### src/common/cbc_pkg.sv
// cbc_pkg: constants and carriers for the cpu bus control and flags block
// assumes: used by rtl/cbc_top.sv and rtl/cbc_flag_unit.sv
`default_nettype none
package cbc_pkg;
   // ==========================================================
   // register map (byte addresses on apb)
   localparam logic [11:0] CBC_OFS_FLAGS    = 12'h000;
   localparam logic [11:0] CBC_OFS_PAGE     = 12'h004;
   localparam logic [11:0] CBC_OFS_ACC      = 12'h008;
   localparam logic [11:0] CBC_OFS_STACK    = 12'h00c;
   localparam logic [11:0] CBC_OFS_USTACK   = 12'h010;
   localparam logic [11:0] CBC_OFS_CTRL     = 12'h014;
   localparam logic [11:0] CBC_OFS_STATUS   = 12'h018;
   localparam logic [11:0] CBC_OFS_ALU      = 12'h01c;
   localparam logic [11:0] CBC_OFS_EVENT    = 12'h020;
   // ==========================================================
   // reset values and constants
   localparam logic [7:0]  CBC_FLAGS_RST    = 8'h50;
   localparam logic [7:0]  CBC_PAGE_RST     = 8'h00;
   localparam logic [15:0] CBC_IDLE_ADDR    = 16'hffff;
   localparam logic [15:0] CBC_VEC_RESET    = 16'hfffe;
   localparam logic [15:0] CBC_STACK_RST    = 16'h0000;
   // flag bit positions
   localparam int CBC_F_C = 0;
   localparam int CBC_F_V = 1;
   localparam int CBC_F_Z = 2;
   localparam int CBC_F_N = 3;
   localparam int CBC_F_I = 4;
   localparam int CBC_F_H = 5;
   localparam int CBC_F_F = 6;
   localparam int CBC_F_E = 7;
   // bus cycle length in clocks, reset hold must exceed it
   localparam logic [3:0]  CBC_CYC_LEN      = 4'h4;
   localparam logic [2:0]  CBC_EVENT_W      = 3'h0;
   // ==========================================================
   // alu operations
   typedef enum logic [2:0] {
      CBC_OP_ADD, CBC_OP_ADC, CBC_OP_SUB, CBC_OP_SBC,
      CBC_OP_CMP, CBC_OP_NEG, CBC_OP_AND
   } cbc_op_t;
   // events that touch the mask bits
   typedef enum logic [2:0] {
      CBC_EV_NMI, CBC_EV_QUICK_INTERRUPT_REQUEST, CBC_EV_IRQ, CBC_EV_RESET,
      CBC_EV_TRAP1, CBC_EV_TRAP2, CBC_EV_TRAP3, CBC_EV_RETURN
   } cbc_ev_t;
   // bus pin group
   typedef struct packed {
      logic [15:0] addr;
      logic        read;
      logic        bus_released;
      logic        bus_state;
   } cbc_bus_t;
   // alu result carrier
   typedef struct packed {
      logic [7:0] result;
      logic [7:0] flags;
   } cbc_alu_t;
endpackage
`default_nettype wire

### src/rtl/cbc_flag_unit.sv
// cbc_flag_unit: 8-bit alu and condition flag derivation
// assumes: purely combinational, driven by the top on one clock
`default_nettype none
module cbc_flag_unit
   import cbc_pkg::*;
(
   // operands
   input  wire logic [7:0]     a_in,
   input  wire logic [7:0]     b_in,
   input  wire cbc_pkg::cbc_op_t op_in,
   input  wire logic [7:0]     flags_in,
   // result
   output cbc_pkg::cbc_alu_t   res_out
);
   // ==========================================================
   // arithmetic paths
   logic       sub;
   logic       cin;
   logic [7:0] bx;
   logic [7:0] src_a;
   logic [4:0] lo;
   logic [3:0] mid;
   logic       c7;
   logic       c8;
   logic [7:0] sum;

   // subtract-like ops add the inverted operand
   assign sub   = (op_in == CBC_OP_SUB) || (op_in == CBC_OP_SBC) ||
                  (op_in == CBC_OP_CMP) || (op_in == CBC_OP_NEG);
   assign src_a = (op_in == CBC_OP_NEG) ? 8'h00 : a_in;
   assign bx    = sub ? ~((op_in == CBC_OP_NEG) ? a_in : b_in) : b_in;
   assign cin   = (op_in == CBC_OP_ADC) ? flags_in[CBC_F_C] :
                  (op_in == CBC_OP_SBC) ? ~flags_in[CBC_F_C] : sub;
   assign lo    = {1'b0, src_a[3:0]} + {1'b0, bx[3:0]} + {4'h0, cin};
   assign {c7, mid[2:0]} = {1'b0, src_a[6:4]} + {1'b0, bx[6:4]} +
                           {3'h0, lo[4]};
   assign mid[3] = 1'b0;
   assign c8    = (src_a[7] & bx[7]) | (c7 & (src_a[7] ^ bx[7]));
   assign sum   = (op_in == CBC_OP_AND) ? (a_in & b_in) :
                  {src_a[7] ^ bx[7] ^ c7, mid[2:0], lo[3:0]};

   // flag merge
   always_comb begin
      res_out.result = sum;
      res_out.flags  = flags_in;
      if (op_in != CBC_OP_AND) begin
         res_out.flags[CBC_F_C] = sub ? ~c8 : c8;
         res_out.flags[CBC_F_V] = c8 ^ c7;
      end else begin
         res_out.flags[CBC_F_V] = 1'b0;
      end
      res_out.flags[CBC_F_Z] = (sum == 8'h00);
      res_out.flags[CBC_F_N] = sum[7];
      if ((op_in == CBC_OP_ADD) || (op_in == CBC_OP_ADC)) begin
         res_out.flags[CBC_F_H] = lo[4];
      end
   end
endmodule
`default_nettype wire

### src/rtl/cbc_top.sv
// cbc_top: processor register state, flags and bus control over apb
// assumes: apb master on sys_clk_in; pins arrive asynchronously
// Operation
// two accumulators form one 16-bit accumulator
// page base drives upper address in direct
// reset clears page base
// stack pointers address last stored item
// flag0 carry, borrow for subtract-like ops
// flag1 overflow from carry mismatch at msb
// flag2 set on zero result
// flag3 equals result msb
// flag4 masks normal interrupt, set by events
// flag5 half carry on add only
// flag6 masks fast interrupt, set by events
// flag7 selects full or partial restore
// idle cycle drives all ones, read
// address floats while bus released
// direction low write, floats when released; read_out is driven high then instead
// reset over one cycle, then vector fetch
// halt stops after instruction, status high
// halted ignores interrupts, latches nmi, reset
// halt during reset enters halt directly
// steal plus halt finishes instruction, halts
// one dead cycle after release falls
// status pair encodes run, ack, sync, halt; the code never produces the sync code
// interrupts need one synchronising cycle
// combined write updates both accumulators together
`default_nettype none
module cbc_top
   import cbc_pkg::*;
(
   // clock, reset, enable
   input  wire logic        sys_clk_in,
   input  wire logic        rst_in,
   input  wire logic        clk_en_in,
   // apb slave
   input  wire logic        psel_in,
   input  wire logic        penable_in,
   input  wire logic        pwrite_in,
   input  wire logic [11:0] paddr_in,
   input  wire logic [31:0] pwdata_in,
   output logic [31:0]      prdata_out,
   output logic             pready_out,
   output logic             pslverr_out,
   // processor pins
   input  wire logic        reset_n_in,
   input  wire logic        halt_n_in,
   input  wire logic        bus_steal_request_n_in,
   input  wire logic        nmi_n_in,
   input  wire logic        quick_interrupt_request_n_in,
   input  wire logic        irq_n_in,
   // bus outputs
   output logic [15:0]      addr_out,
   output logic             addr_oe_out,
   output logic             read_out,
   output logic             bus_released_out,
   output logic             bus_state_out
);
   // ==========================================================
   // pin synchronisers
   logic [5:0] pin_meta_reg;
   logic [5:0] pin_sync_reg;
   logic [5:0] pin_raw;
   logic       reset_n_s;
   logic       halt_n_s;
   logic       steal_n_s;
   logic       nmi_n_s;
   logic       quick_interrupt_request_n_s;
   logic       irq_n_s;

   assign pin_raw = {reset_n_in, halt_n_in, bus_steal_request_n_in,
                     nmi_n_in, quick_interrupt_request_n_in, irq_n_in};
   assign {reset_n_s, halt_n_s, steal_n_s, nmi_n_s, quick_interrupt_request_n_s, irq_n_s} =
          pin_sync_reg;

   // two-stage synchroniser; second stage also gives the R23 delay
   always_ff @(posedge sys_clk_in) begin
      if (rst_in) begin
         pin_meta_reg <= 6'h3f;
         pin_sync_reg <= 6'h3f;
      end else if (clk_en_in) begin
         pin_meta_reg <= pin_raw;
         pin_sync_reg <= pin_meta_reg;
      end
   end

   // ==========================================================
   // architectural registers
   logic [7:0]  acc_a_reg;
   logic [7:0]  acc_b_reg;
   logic [7:0]  flags_reg;
   logic [7:0]  flags_next;
   logic [7:0]  page_reg;
   logic [15:0] sstack_reg;
   logic [15:0] ustack_reg;
   logic [15:0] acc_d;
   logic [7:0]  alu_b_reg;
   cbc_op_t     alu_op_reg;
   cbc_alu_t    alu_res;
   logic        direct_reg;
   logic [7:0]  low_addr_reg;
   logic        write_req_reg;
   logic        xfer_req_reg;

   assign acc_d = {acc_a_reg, acc_b_reg};

   cbc_flag_unit u_flag (
      .a_in     (acc_a_reg),
      .b_in     (alu_b_reg),
      .op_in    (alu_op_reg),
      .flags_in (flags_reg),
      .res_out  (alu_res)
   );

   // ==========================================================
   // sequencer
   typedef enum logic [2:0] {
      CBC_ST_RESET, CBC_ST_VECTOR, CBC_ST_RUN, CBC_ST_GRANT,
      CBC_ST_DEAD, CBC_ST_HALT
   } cbc_state_t;
   cbc_state_t state_reg;
   cbc_state_t state_next;
   logic [3:0] rst_cnt_reg;
   logic [3:0] cyc_cnt_reg;
   logic       cyc_end;
   logic       instr_end_reg;
   logic       nmi_latch_reg;
   logic       rst_latch_reg;
   logic       nmi_prev_reg;
   logic       irq_take;
   logic       quick_interrupt_request_take;
   logic       reset_long;

   assign cyc_end    = (cyc_cnt_reg == CBC_CYC_LEN - 4'h1);
   assign reset_long = (rst_cnt_reg > CBC_CYC_LEN);
   // masks gate requests; halted state ignores them
   assign irq_take   = !irq_n_s && !flags_reg[CBC_F_I] &&
                       (state_reg == CBC_ST_RUN);
   assign quick_interrupt_request_take  = !quick_interrupt_request_n_s && !flags_reg[CBC_F_F] &&
                       (state_reg == CBC_ST_RUN);

   // next state
   always_comb begin
      state_next = state_reg;
      case (state_reg)
         CBC_ST_RESET: begin
            if (!halt_n_s && !reset_n_s) state_next = CBC_ST_HALT;
            else if (reset_n_s) state_next = CBC_ST_VECTOR;
         end
         CBC_ST_VECTOR: begin
            if (cyc_end) state_next = CBC_ST_RUN;
         end
         CBC_ST_RUN: begin
            if (cyc_end && !steal_n_s) state_next = CBC_ST_GRANT;
            else if (cyc_end && instr_end_reg && !halt_n_s)
               state_next = CBC_ST_HALT;
         end
         CBC_ST_GRANT: begin
            if (steal_n_s && halt_n_s) state_next = CBC_ST_DEAD;
            else if (steal_n_s && !instr_end_reg)
               state_next = CBC_ST_DEAD;
            else if (steal_n_s) state_next = CBC_ST_HALT;
         end
         CBC_ST_DEAD: begin
            if (cyc_end && rst_latch_reg) state_next = CBC_ST_RESET;
            else if (cyc_end) state_next = CBC_ST_RUN;
         end
         CBC_ST_HALT: begin
            if (halt_n_s && steal_n_s) state_next = CBC_ST_DEAD;
         end
         default: state_next = CBC_ST_RESET;
      endcase
      if (reset_long && state_reg != CBC_ST_HALT &&
          state_reg != CBC_ST_RESET)
         state_next = CBC_ST_RESET;
   end

   // state, counters and halt latches
   always_ff @(posedge sys_clk_in) begin
      if (rst_in) begin
         state_reg     <= CBC_ST_RESET;
         rst_cnt_reg   <= 4'h0;
         cyc_cnt_reg   <= 4'h0;
         nmi_latch_reg <= 1'b0;
         rst_latch_reg <= 1'b0;
         nmi_prev_reg  <= 1'b1;
      end else if (clk_en_in) begin
         state_reg    <= state_next;
         cyc_cnt_reg  <= (cyc_end || state_next != state_reg) ?
                         4'h0 : cyc_cnt_reg + 4'h1;
         rst_cnt_reg  <= reset_n_s ? 4'h0 :
                         (reset_long ? rst_cnt_reg : rst_cnt_reg + 4'h1);
         nmi_prev_reg <= nmi_n_s;
         // nmi edge and reset held for later service while halted
         if (state_reg == CBC_ST_HALT && nmi_prev_reg && !nmi_n_s)
            nmi_latch_reg <= 1'b1;
         else if (state_reg == CBC_ST_RUN)
            nmi_latch_reg <= 1'b0;
         if (state_reg == CBC_ST_HALT && !reset_n_s)
            rst_latch_reg <= 1'b1;
         else if (state_reg == CBC_ST_VECTOR)
            rst_latch_reg <= 1'b0;
      end
   end

   // ==========================================================
   // apb decode
   logic        apb_wr;
   logic        apb_rd;
   logic        hit;
   logic [31:0] rd_mux;
   logic [2:0]  event_code;

   assign apb_wr = psel_in && penable_in && pwrite_in && clk_en_in;
   assign apb_rd = psel_in && !penable_in && !pwrite_in;
   assign event_code = pwdata_in[2:0];
   assign hit = (paddr_in == CBC_OFS_FLAGS) || (paddr_in == CBC_OFS_PAGE) ||
                (paddr_in == CBC_OFS_ACC) || (paddr_in == CBC_OFS_STACK) ||
                (paddr_in == CBC_OFS_USTACK) || (paddr_in == CBC_OFS_CTRL) ||
                (paddr_in == CBC_OFS_STATUS) || (paddr_in == CBC_OFS_ALU) ||
                (paddr_in == CBC_OFS_EVENT);
   assign rd_mux =
      (paddr_in == CBC_OFS_FLAGS)  ? {24'h0, flags_reg} :
      (paddr_in == CBC_OFS_PAGE)   ? {24'h0, page_reg} :
      (paddr_in == CBC_OFS_ACC)    ? {16'h0, acc_d} :
      (paddr_in == CBC_OFS_STACK)  ? {16'h0, sstack_reg} :
      (paddr_in == CBC_OFS_USTACK) ? {16'h0, ustack_reg} :
      (paddr_in == CBC_OFS_CTRL)   ? {20'h0, xfer_req_reg, write_req_reg,
                                      direct_reg, instr_end_reg,
                                      low_addr_reg} :
      (paddr_in == CBC_OFS_STATUS) ? {24'h0, 1'b0, nmi_latch_reg,
                                      rst_latch_reg, 2'h0, state_reg} :
      (paddr_in == CBC_OFS_ALU)    ? {21'h0, alu_op_reg, alu_b_reg} :
      32'h0;

   // mask-bit effects of events and return from trap
   always_comb begin
      flags_next = flags_reg;
      if (apb_wr && paddr_in == CBC_OFS_EVENT) begin
         case (cbc_ev_t'(event_code))
            CBC_EV_NMI, CBC_EV_QUICK_INTERRUPT_REQUEST, CBC_EV_RESET, CBC_EV_TRAP1: begin
               flags_next[CBC_F_I] = 1'b1;
               flags_next[CBC_F_F] = 1'b1;
               flags_next[CBC_F_E] = (event_code != CBC_EV_QUICK_INTERRUPT_REQUEST);
            end
            CBC_EV_IRQ: begin
               flags_next[CBC_F_I] = 1'b1;
               flags_next[CBC_F_E] = 1'b1;
            end
            CBC_EV_TRAP2, CBC_EV_TRAP3: flags_next[CBC_F_E] = 1'b1;
            default: flags_next = pwdata_in[15:8];
         endcase
      end else if (apb_wr && paddr_in == CBC_OFS_FLAGS) begin
         flags_next = pwdata_in[7:0];
      end else if (apb_wr && paddr_in == CBC_OFS_ALU &&
                   pwdata_in[16]) begin
         flags_next = alu_res.flags;
      end
      if (irq_take) flags_next[CBC_F_I] = 1'b1;
      if (quick_interrupt_request_take) begin
         flags_next[CBC_F_F] = 1'b1;
         flags_next[CBC_F_I] = 1'b1;
      end
      if (state_reg == CBC_ST_RESET) flags_next = CBC_FLAGS_RST;
   end

   // register writes, one bus access per cycle
   always_ff @(posedge sys_clk_in) begin
      if (rst_in) begin
         acc_a_reg     <= 8'h00;
         acc_b_reg     <= 8'h00;
         flags_reg     <= CBC_FLAGS_RST;
         page_reg      <= CBC_PAGE_RST;
         sstack_reg    <= CBC_STACK_RST;
         ustack_reg    <= CBC_STACK_RST;
         alu_b_reg     <= 8'h00;
         alu_op_reg    <= CBC_OP_ADD;
         direct_reg    <= 1'b0;
         low_addr_reg  <= 8'h00;
         write_req_reg <= 1'b0;
         xfer_req_reg  <= 1'b0;
         instr_end_reg <= 1'b1;
      end else if (clk_en_in) begin
         flags_reg <= flags_next;
         if (state_reg == CBC_ST_RESET) page_reg <= CBC_PAGE_RST;
         else if (apb_wr && paddr_in == CBC_OFS_PAGE)
            page_reg <= pwdata_in[7:0];
         if (apb_wr && paddr_in == CBC_OFS_ACC) begin
            acc_a_reg <= pwdata_in[15:8];
            acc_b_reg <= pwdata_in[7:0];
         end else if (apb_wr && paddr_in == CBC_OFS_ALU && pwdata_in[16])
            acc_a_reg <= alu_res.result;
         // pointer holds the address of the last pushed item
         if (apb_wr && paddr_in == CBC_OFS_STACK)
            sstack_reg <= pwdata_in[15:0];
         if (apb_wr && paddr_in == CBC_OFS_USTACK)
            ustack_reg <= pwdata_in[15:0];
         if (apb_wr && paddr_in == CBC_OFS_ALU) begin
            alu_b_reg  <= pwdata_in[7:0];
            alu_op_reg <= cbc_op_t'(pwdata_in[10:8]);
         end
         if (apb_wr && paddr_in == CBC_OFS_CTRL) begin
            low_addr_reg  <= pwdata_in[7:0];
            instr_end_reg <= pwdata_in[8];
            direct_reg    <= pwdata_in[9];
            write_req_reg <= pwdata_in[10];
            xfer_req_reg  <= pwdata_in[11];
         end
      end
   end

   // ==========================================================
   // bus pin values
   cbc_bus_t bus_next;
   logic     released;

   assign released = (state_reg == CBC_ST_GRANT) ||
                     (state_reg == CBC_ST_HALT) ||
                     (state_reg == CBC_ST_RESET && !halt_n_s);
   always_comb begin
      bus_next.bus_released = released;
      bus_next.bus_state    = released ||
                              (state_reg == CBC_ST_VECTOR);
      if (state_reg == CBC_ST_VECTOR) begin
         bus_next.addr = CBC_VEC_RESET | {15'h0, cyc_cnt_reg[1]};
         bus_next.read = 1'b1;
      end else if (state_reg == CBC_ST_RUN && xfer_req_reg) begin
         bus_next.addr = {direct_reg ? page_reg : 8'h00,
                          low_addr_reg};
         bus_next.read = !write_req_reg;
      end else begin
         bus_next.addr = CBC_IDLE_ADDR;
         bus_next.read = 1'b1;
      end
   end

   // registered outputs, stable for the whole cycle
   always_ff @(posedge sys_clk_in) begin
      if (rst_in) begin
         addr_out         <= CBC_IDLE_ADDR;
         addr_oe_out      <= 1'b1;
         read_out         <= 1'b1;
         bus_released_out <= 1'b0;
         bus_state_out    <= 1'b0;
         prdata_out       <= 32'h0;
         pready_out       <= 1'b0;
         pslverr_out      <= 1'b0;
      end else if (clk_en_in) begin
         addr_out         <= bus_next.addr;
         addr_oe_out      <= !bus_next.bus_released;
         read_out         <= bus_next.read;
         bus_released_out <= bus_next.bus_released;
         bus_state_out    <= bus_next.bus_state;
         pready_out       <= psel_in && !penable_in;
         pslverr_out      <= psel_in && !penable_in && !hit;
         if (apb_rd) prdata_out <= hit ? rd_mux : 32'h0;
      end
   end
endmodule
`default_nettype wire

### config.mk
export PLATFORM = sky130hd
export DESIGN_NAME = cbc_top
export DESIGN_NICKNAME = d
export VERILOG_FILES = /design/src/common/cbc_pkg.sv /design/src/rtl/cbc_flag_unit.sv /design/src/rtl/cbc_top.sv
export SDC_FILE = /design/constraint.sdc
export NUM_CORES = 1
export LEC_CHECK = 0
export ABC_AREA = 1
export BUFFER_PORTS_ARGS = -buffer_cell sky130_fd_sc_hd__buf_2
export CAP_MARGIN = 10
export CORE_ASPECT_RATIO = 1.25
export CORE_MARGIN = 3
export CORE_UTILIZATION = 55
export CTS_BUF_LIST = sky130_fd_sc_hd__clkbuf_2 sky130_fd_sc_hd__clkbuf_4 sky130_fd_sc_hd__clkbuf_8
export DETAILED_ROUTE_END_ITERATION = 10
export PLACE_DENSITY = 0.77
export SLEW_MARGIN = 20
export SYNTH_ARGS = -nofsm -noshare
export SYNTH_HDL_FRONTEND = slang
export SYNTH_SLANG_ARGS = --single-unit
### constraint.sdc
create_clock -name sys_clk_in -period 4.7 [get_ports sys_clk_in]
set_clock_uncertainty 0.1 [all_clocks]
set_input_delay 0.235 -clock sys_clk_in [delete_from_list [all_inputs] [get_ports sys_clk_in]]
set_output_delay 0.235 -clock sys_clk_in [all_outputs]
set_load 0.005 [all_outputs]
== Yosys cells after proc, flatten, opt, wreduce, memory -nomap -nowiden ==
Cells that the tools add are included.
Word-level totals
  register bits: 167
  input bits: 56
  word-level logic and storage cells: 243
Cells by class
  $add $sub $neg: 6
  magnitude comparators: 1
  equality and inequality tests: 34
  multiplexer cells: 57
  bitwise gates (word level): 10
  reductions and logical operators: 101
Operator list (number)
  $mux W16: 6
  $mux W8: 12
  $eq A12 B5 Y1 const B: 4
  $mux W17: 2
  $logic_and A1 B1 Y1: 33
  $mux W3: 11
  $eq A12 B4 Y1 const B: 2
  $eq A3 B3 Y1 const B: 8
  $reduce_and A2 Y1: 12
  $mux W11: 2
  $eq A3 B2 Y1 const B: 6
  $pmux W3 S6: 1
  $logic_or A1 B1 Y1: 16
  $mux W4: 4
  $reduce_bool A4 Y1: 4
  $logic_not A1 Y1: 14
  $mux W1: 14
  $eq A12 B3 Y1 const B: 1
  $eq A12 B6 Y1 const B: 1
  $logic_not A12 Y1: 1
  $mux W12: 1
  $eq A3 B1 Y1 const B: 3
  $logic_not A3 Y1: 3
  $reduce_and A3 Y1: 3
  32 further kinds: 45

== Longest topological paths before layout ==
  depth in word-level cells: 19
  mapped depth: 26

== Modules after synthesis ==
A second synthesis with hierarchy kept.
Unflattened totals
  cells, all modules: 1211
  area total of the unflattened synthesis: 8194.1 sq um
By module, submodules not included
  cbc_top: instances 1, cells an instance 1052, area each 7372.1 sq um, sequential area each 3022.9 sq um
  cbc_flag_unit: instances 1, cells an instance 159, area each 822.0 sq um, sequential area each 0.0 sq um

== Worst setup path after synthesis ==
No wires, ideal clock.
  path kind: reg2reg
  start point: register alu_op_reg[0]
  end point: register flags_reg[3]
  arrival time: 4.129 ns
  required time: 4.468 ns
  slack: 0.339 ns
  cell stages (with the launch flop): 26
  cell sequence: dfxtp_1 -> inv_1 -> nor3_1 -> clkbuf_1 -> o21ai_0 -> o21ai_0 -> fa_1 -> inv_1 -> fa_1 -> inv_1 -> nand2_1 -> nand2_1 -> a21oi_1 -> fa_1 -> o21ai_0 -> fa_1 -> inv_1 -> o21ai_0 -> inv_1 -> nand2_1 -> o21ai_1 -> nand2_1 -> o21ai_1 -> nor2_1 -> nand2_1 -> a21oi_1
On the way
  longest elaborated chain between the ends: 14
  elaborated cells on any way between the ends: 26
  classes of those cells: add/sub (4); eq/ne (6); mux (10); bitwise (3); reduce/logical (3)
RTL lines
  from (decl): line cbc_top.sv:98  | cbc_op_t alu_op_reg;
  from (signal assigned): line cbc_top.sv:300  | alu_op_reg <= cbc_op_t'(pwdata_in[10:8]);
  $eq A3 B2 Y1, on equally long branches: line cbc_flag_unit.sv:28, cbc_flag_unit.sv:33
  $logic_or A1 B1 Y1 (2 in a row): line cbc_flag_unit.sv:28  | assign sub = (op_in == CBC_OP_SUB) || (op_in == CBC_OP_SBC) ||
  $logic_or A1 B1 Y1: line cbc_flag_unit.sv:29  | (op_in == CBC_OP_CMP) || (op_in == CBC_OP_NEG);
  $mux W8 / $mux W1 (equally long branches): line cbc_flag_unit.sv:31, cbc_flag_unit.sv:33
  $add A4 B4 Y5 / $mux W1 (equally long branches): line cbc_flag_unit.sv:34, cbc_flag_unit.sv:32
  $add A5 B1 Y5: line cbc_flag_unit.sv:34  | assign lo = {1'b0, src_a[3:0]} + {1'b0, bx[3:0]} + {4'h0, cin};
  $add A4 B1 Y4: line cbc_flag_unit.sv:35  | assign {c7, mid[2:0]} = {1'b0, src_a[6:4]} + {1'b0, bx[6:4]} +
  $xor A1 B1 Y1: line cbc_flag_unit.sv:40  | {src_a[7] ^ bx[7] ^ c7, mid[2:0], lo[3:0]};
  $mux W8 (*): line cbc_flag_unit.sv:39  | assign sum = (op_in == CBC_OP_AND) ? (a_in & b_in) :
  $mux W6 (*): line cbc_top.sv:255  | end else if (apb_wr && paddr_in == CBC_OFS_ALU &&
  $mux W8 (*): line cbc_top.sv:253  | end else if (apb_wr && paddr_in == CBC_OFS_FLAGS) begin
  $mux W8 (*): line cbc_top.sv:239  | if (apb_wr && paddr_in == CBC_OFS_EVENT) begin
  $mux W8 (*): line cbc_top.sv:264  | if (state_reg == CBC_ST_RESET) flags_next = CBC_FLAGS_RST;
  to (signal assigned): line cbc_top.sv:284  | flags_reg <= flags_next;
  to (decl): line cbc_top.sv:91  | logic [7:0] flags_reg;
Mark *: on every way between the ends. The rest lies on a longest branch, timed or not. The select of a mux whose other input is x is not followed.
A chain may end at the register's enable or synchronous reset.

== Worst setup path after layout ==
Ends and elaborated chain as after synthesis.

==> impl_metrics.csv <==
group,metric,value,unit
floorplanning,start_util,57.0,%
drt,drc,0,
worst_setup_path,required,5.00,ns
floorplanning,dieArea,0.0161,sq mm
worst_setup_path,reg2reg_slack,0.46,ns
final_layout,finalNonFillerCells,1407,
placed_design,gp_congestion,0.963,
placed_design,port-buffer-count,78,
drt,finalWirelength,23800,microns
min_path,min_path_type,"input pin to register",
drt,ant_nets,0,
floorplanning,coreArea,0.0141,sq mm
clock_tree,root_buffer,"clkbuf_8",
final_layout,nNetsFinal,1288,
final_layout,stdcell_area,0.00891,sq mm
sta,worst_slack,0.463,ns
clock_tree,htreeDepth,4,
synthesis,synth_largest_area_cell,"dfxtp_1",
worst_setup_path,crit_type,"register to register",
global_route,grt_pass1_vias,7475,
worst_setup_path,critPathLaunchType,"register",
sta,slew_violations,0,
clock_tree,cts_buffers,17,
global_route,grt_max_degree,70,
worst_setup_path,arrival,4.54,ns
synthesis,synth_top_area_share,37.7,%
synthesis,synth-xor-area-share,0.546,%
synthesis,yosysSeqAreaShare,37.7,%
pwr,p_leak,3.78,nW
clock_tree,cts_tree,"done",
sta,setup_violations,0,
worst_setup_path,crit_path_end_kind,"register",
synthesis,synth_top_family_by_area,"simple AND/OR/NAND/NOR gates",
synthesis,ys.flop_type,"dfxtp_1",
placed_design,post-place-ws,0.334,ns
synthesis,post_synth.cell_area_avg,6.92,sq um
pwr,p_per_area,290,mW/mm^2
drt,vias,7979,
synthesis,synth_compound_area_share,22.3,%
clock_tree,clock_path_buffers,2,
floorplanning,fp.dieH,141,microns
global_route,antenna_found_initial,0,
final_layout,antenna_cells_inserted,0,
run,cap_violations,0,
synthesis,async_flop_share,0,%
placed_design,dpl-instance-area,0.00836,sq mm
drt,via_per_inst,5.67,
clock_tree,cts_setup_buffers,0,
synthesis,synthAdderAreaFrac,2.50,%
synthesis,synth_edf_count,0,
synthesis,yosysUniqueCellTypes,48,
clock_tree,numClockSinks,151,
outcome,outcome,"finished clean",
sta,tightest_slew,1.07,ns
worst_setup_path,path_max_fanout,23,
clock_tree,clk_latency,0.48,ns
sta,period_share,90.1,%
clock_tree,clk_pin_slew,0.09,ns
drt,dr.pass1.iters,5,
final_layout,area_delta_synth_final,11.2,%
sta,fmax,0.236,GHz
drt,wl_per_cell,16.9,microns
sta,hold_viol,0,
synthesis,synth_mux_area_share,0,%
floorplanning,dieWidth,114,microns
sta,min_period,4.24,ns
global_route,grt_pass1_wl,38200,microns
final_layout,final_cell_mix,"nand2_1 (233), dfxtp_1 (151), o21ai_0 (141)",
floorplanning,io_pins,110,
synthesis,synth_warnings,0,
final_layout,drive_gt1_share,15.6,%
placed_design,placed_cells,1361,
sta,fin_setup_tns,0,ns
global_route,gr-total-overflow,0,
floorplanning,rows,48,
sta,slew_headroom,28.6,%
synthesis,synthSimpleGateAreaFrac,25.8,%
synthesis,syn_area,0.00802,sq mm
final_layout,fillers,1345,
global_route,grt.total_usage,30.2,%
synthesis,yosys-top-cells-area,"dfxtp_1 (38%), nand2_1 (11%), o21ai_0 (8.9%)",
pwr,ir_drop,0.000203,V
drt,drtIter0Drc,672,
synthesis,synth_seq_cells,151,
synthesis,syn_inst,1159,
final_layout,final_common_cell,"nand2_1",
placed_design,dpl.hpwl,17200,microns
-- routing by layer --
| layer | up-vias | GRT usage (%) | wire (microns) |
|---|---|---|---|
| li1 | 3915 | - | - |
| met1 | 3633 | 37.2 | 9340 |
| met2 | 347 | 49.3 | 11400 |
| met3 | 84 | 6.44 | 1780 |
| met4 | 0 | 16.0 | 1280 |
| met5 | - | 0 | 0 |
-- Yosys cell counts, types with 6 or more instances --
cell / number
nand4_1: 6
nand2_1: 234
or2_2: 9
nand3_1: 62
a21oi_1: 140
buf_4: 18
dfxtp_1: 151
nor2_2: 12
o21ai_1: 14
nor3_1: 8
a31oi_1: 10
nand2_2: 7
o21ai_0: 143
o211ai_1: 13
buf_2: 17
o22ai_1: 9
ha_1: 8
nor2_1: 74
inv_2: 15
inv_1: 119
clkbuf_1: 33
-- kinds of logic after synthesis --
kind of cell,after synthesis
fa+ha+maj,13
simple gates,440
flops,151
buf+inv,210
xor+xnor,5
other cells,1
compound gates,339
-- through the flow --
stage	hold slack [ns]	util, %	total power, mW
5_1_grt	0.0491	63.4	2.68
6_report	0.0351	63.4	2.59
2_1_floorplan	0.261	-	1.52
3_3_place_gp	0.331	59.5	1.59
4_1_cts	0.0105	63.3	2.59
3_5_place_dp	0.336	59.5	1.59
-- critical path, stage by stage (launching register included) --
cell,delay [ns]
dfxtp_1,0.38
inv_1,0.10
nor3_2,0.24
buf_6,0.22
nand2_1,0.07
o21ai_0,0.08
o21ai_1,0.10
fa_1,0.43
inv_1,0.09
fa_1,0.17
inv_1,0.05
nand2_1,0.07
nand2_1,0.06
a21oi_2,0.20
fa_1,0.26
o21ai_1,0.14
fa_1,0.55
inv_1,0.03
o21ai_0,0.25
inv_1,0.07
nand2_1,0.07
o21ai_1,0.07
nand2_1,0.06
o21ai_1,0.06
nor2_1,0.09
nand2_1,0.06
a21oi_1,0.11
-- timing repair --
action,in CTS,in global routing
hold buffers,14,0
resized for setup,0,5
hold endpoints to repair,14,0
setup endpoints to repair,0,3
-- final cells by class --
type                    instances  area [sq um]  share of cell area (%)
multi-input cells             813          4170                    46.8
well taps                     175           219                    2.46
inverters                     138           526                    5.90
repair buffers                 98           579                    6.50
flip-flops and latches        151          3020                    33.9
clock buffers                  19           262                    2.93
clock inverters                13           136                    1.53
-- path summary, 6_finish.rpt --
| check | startpoint | endpoint | cells after the start |
|---|---|---|---|
| setup reg to reg | alu_op_reg[0] | flags_reg[3] | 26 |
| hold reg to reg | sstack_reg[10] | sstack_reg[10] | 2 |
| setup / recovery | alu_op_reg[0] | flags_reg[3] | 26 |
| hold / removal | pwdata_in[4] | page_reg[4] | 3 |
-- power by group --
part | switching [mW] | internal (mW) | leakage (nW)
combinational | 0.165 | 0.0791 | 2.36
sequential | 0.0236 | 1.31 | 1.23
clock | 0.550 | 0.463 | 0.194
total | 0.739 | 1.85 | 3.78
Power figures use the tool's default switching activity.
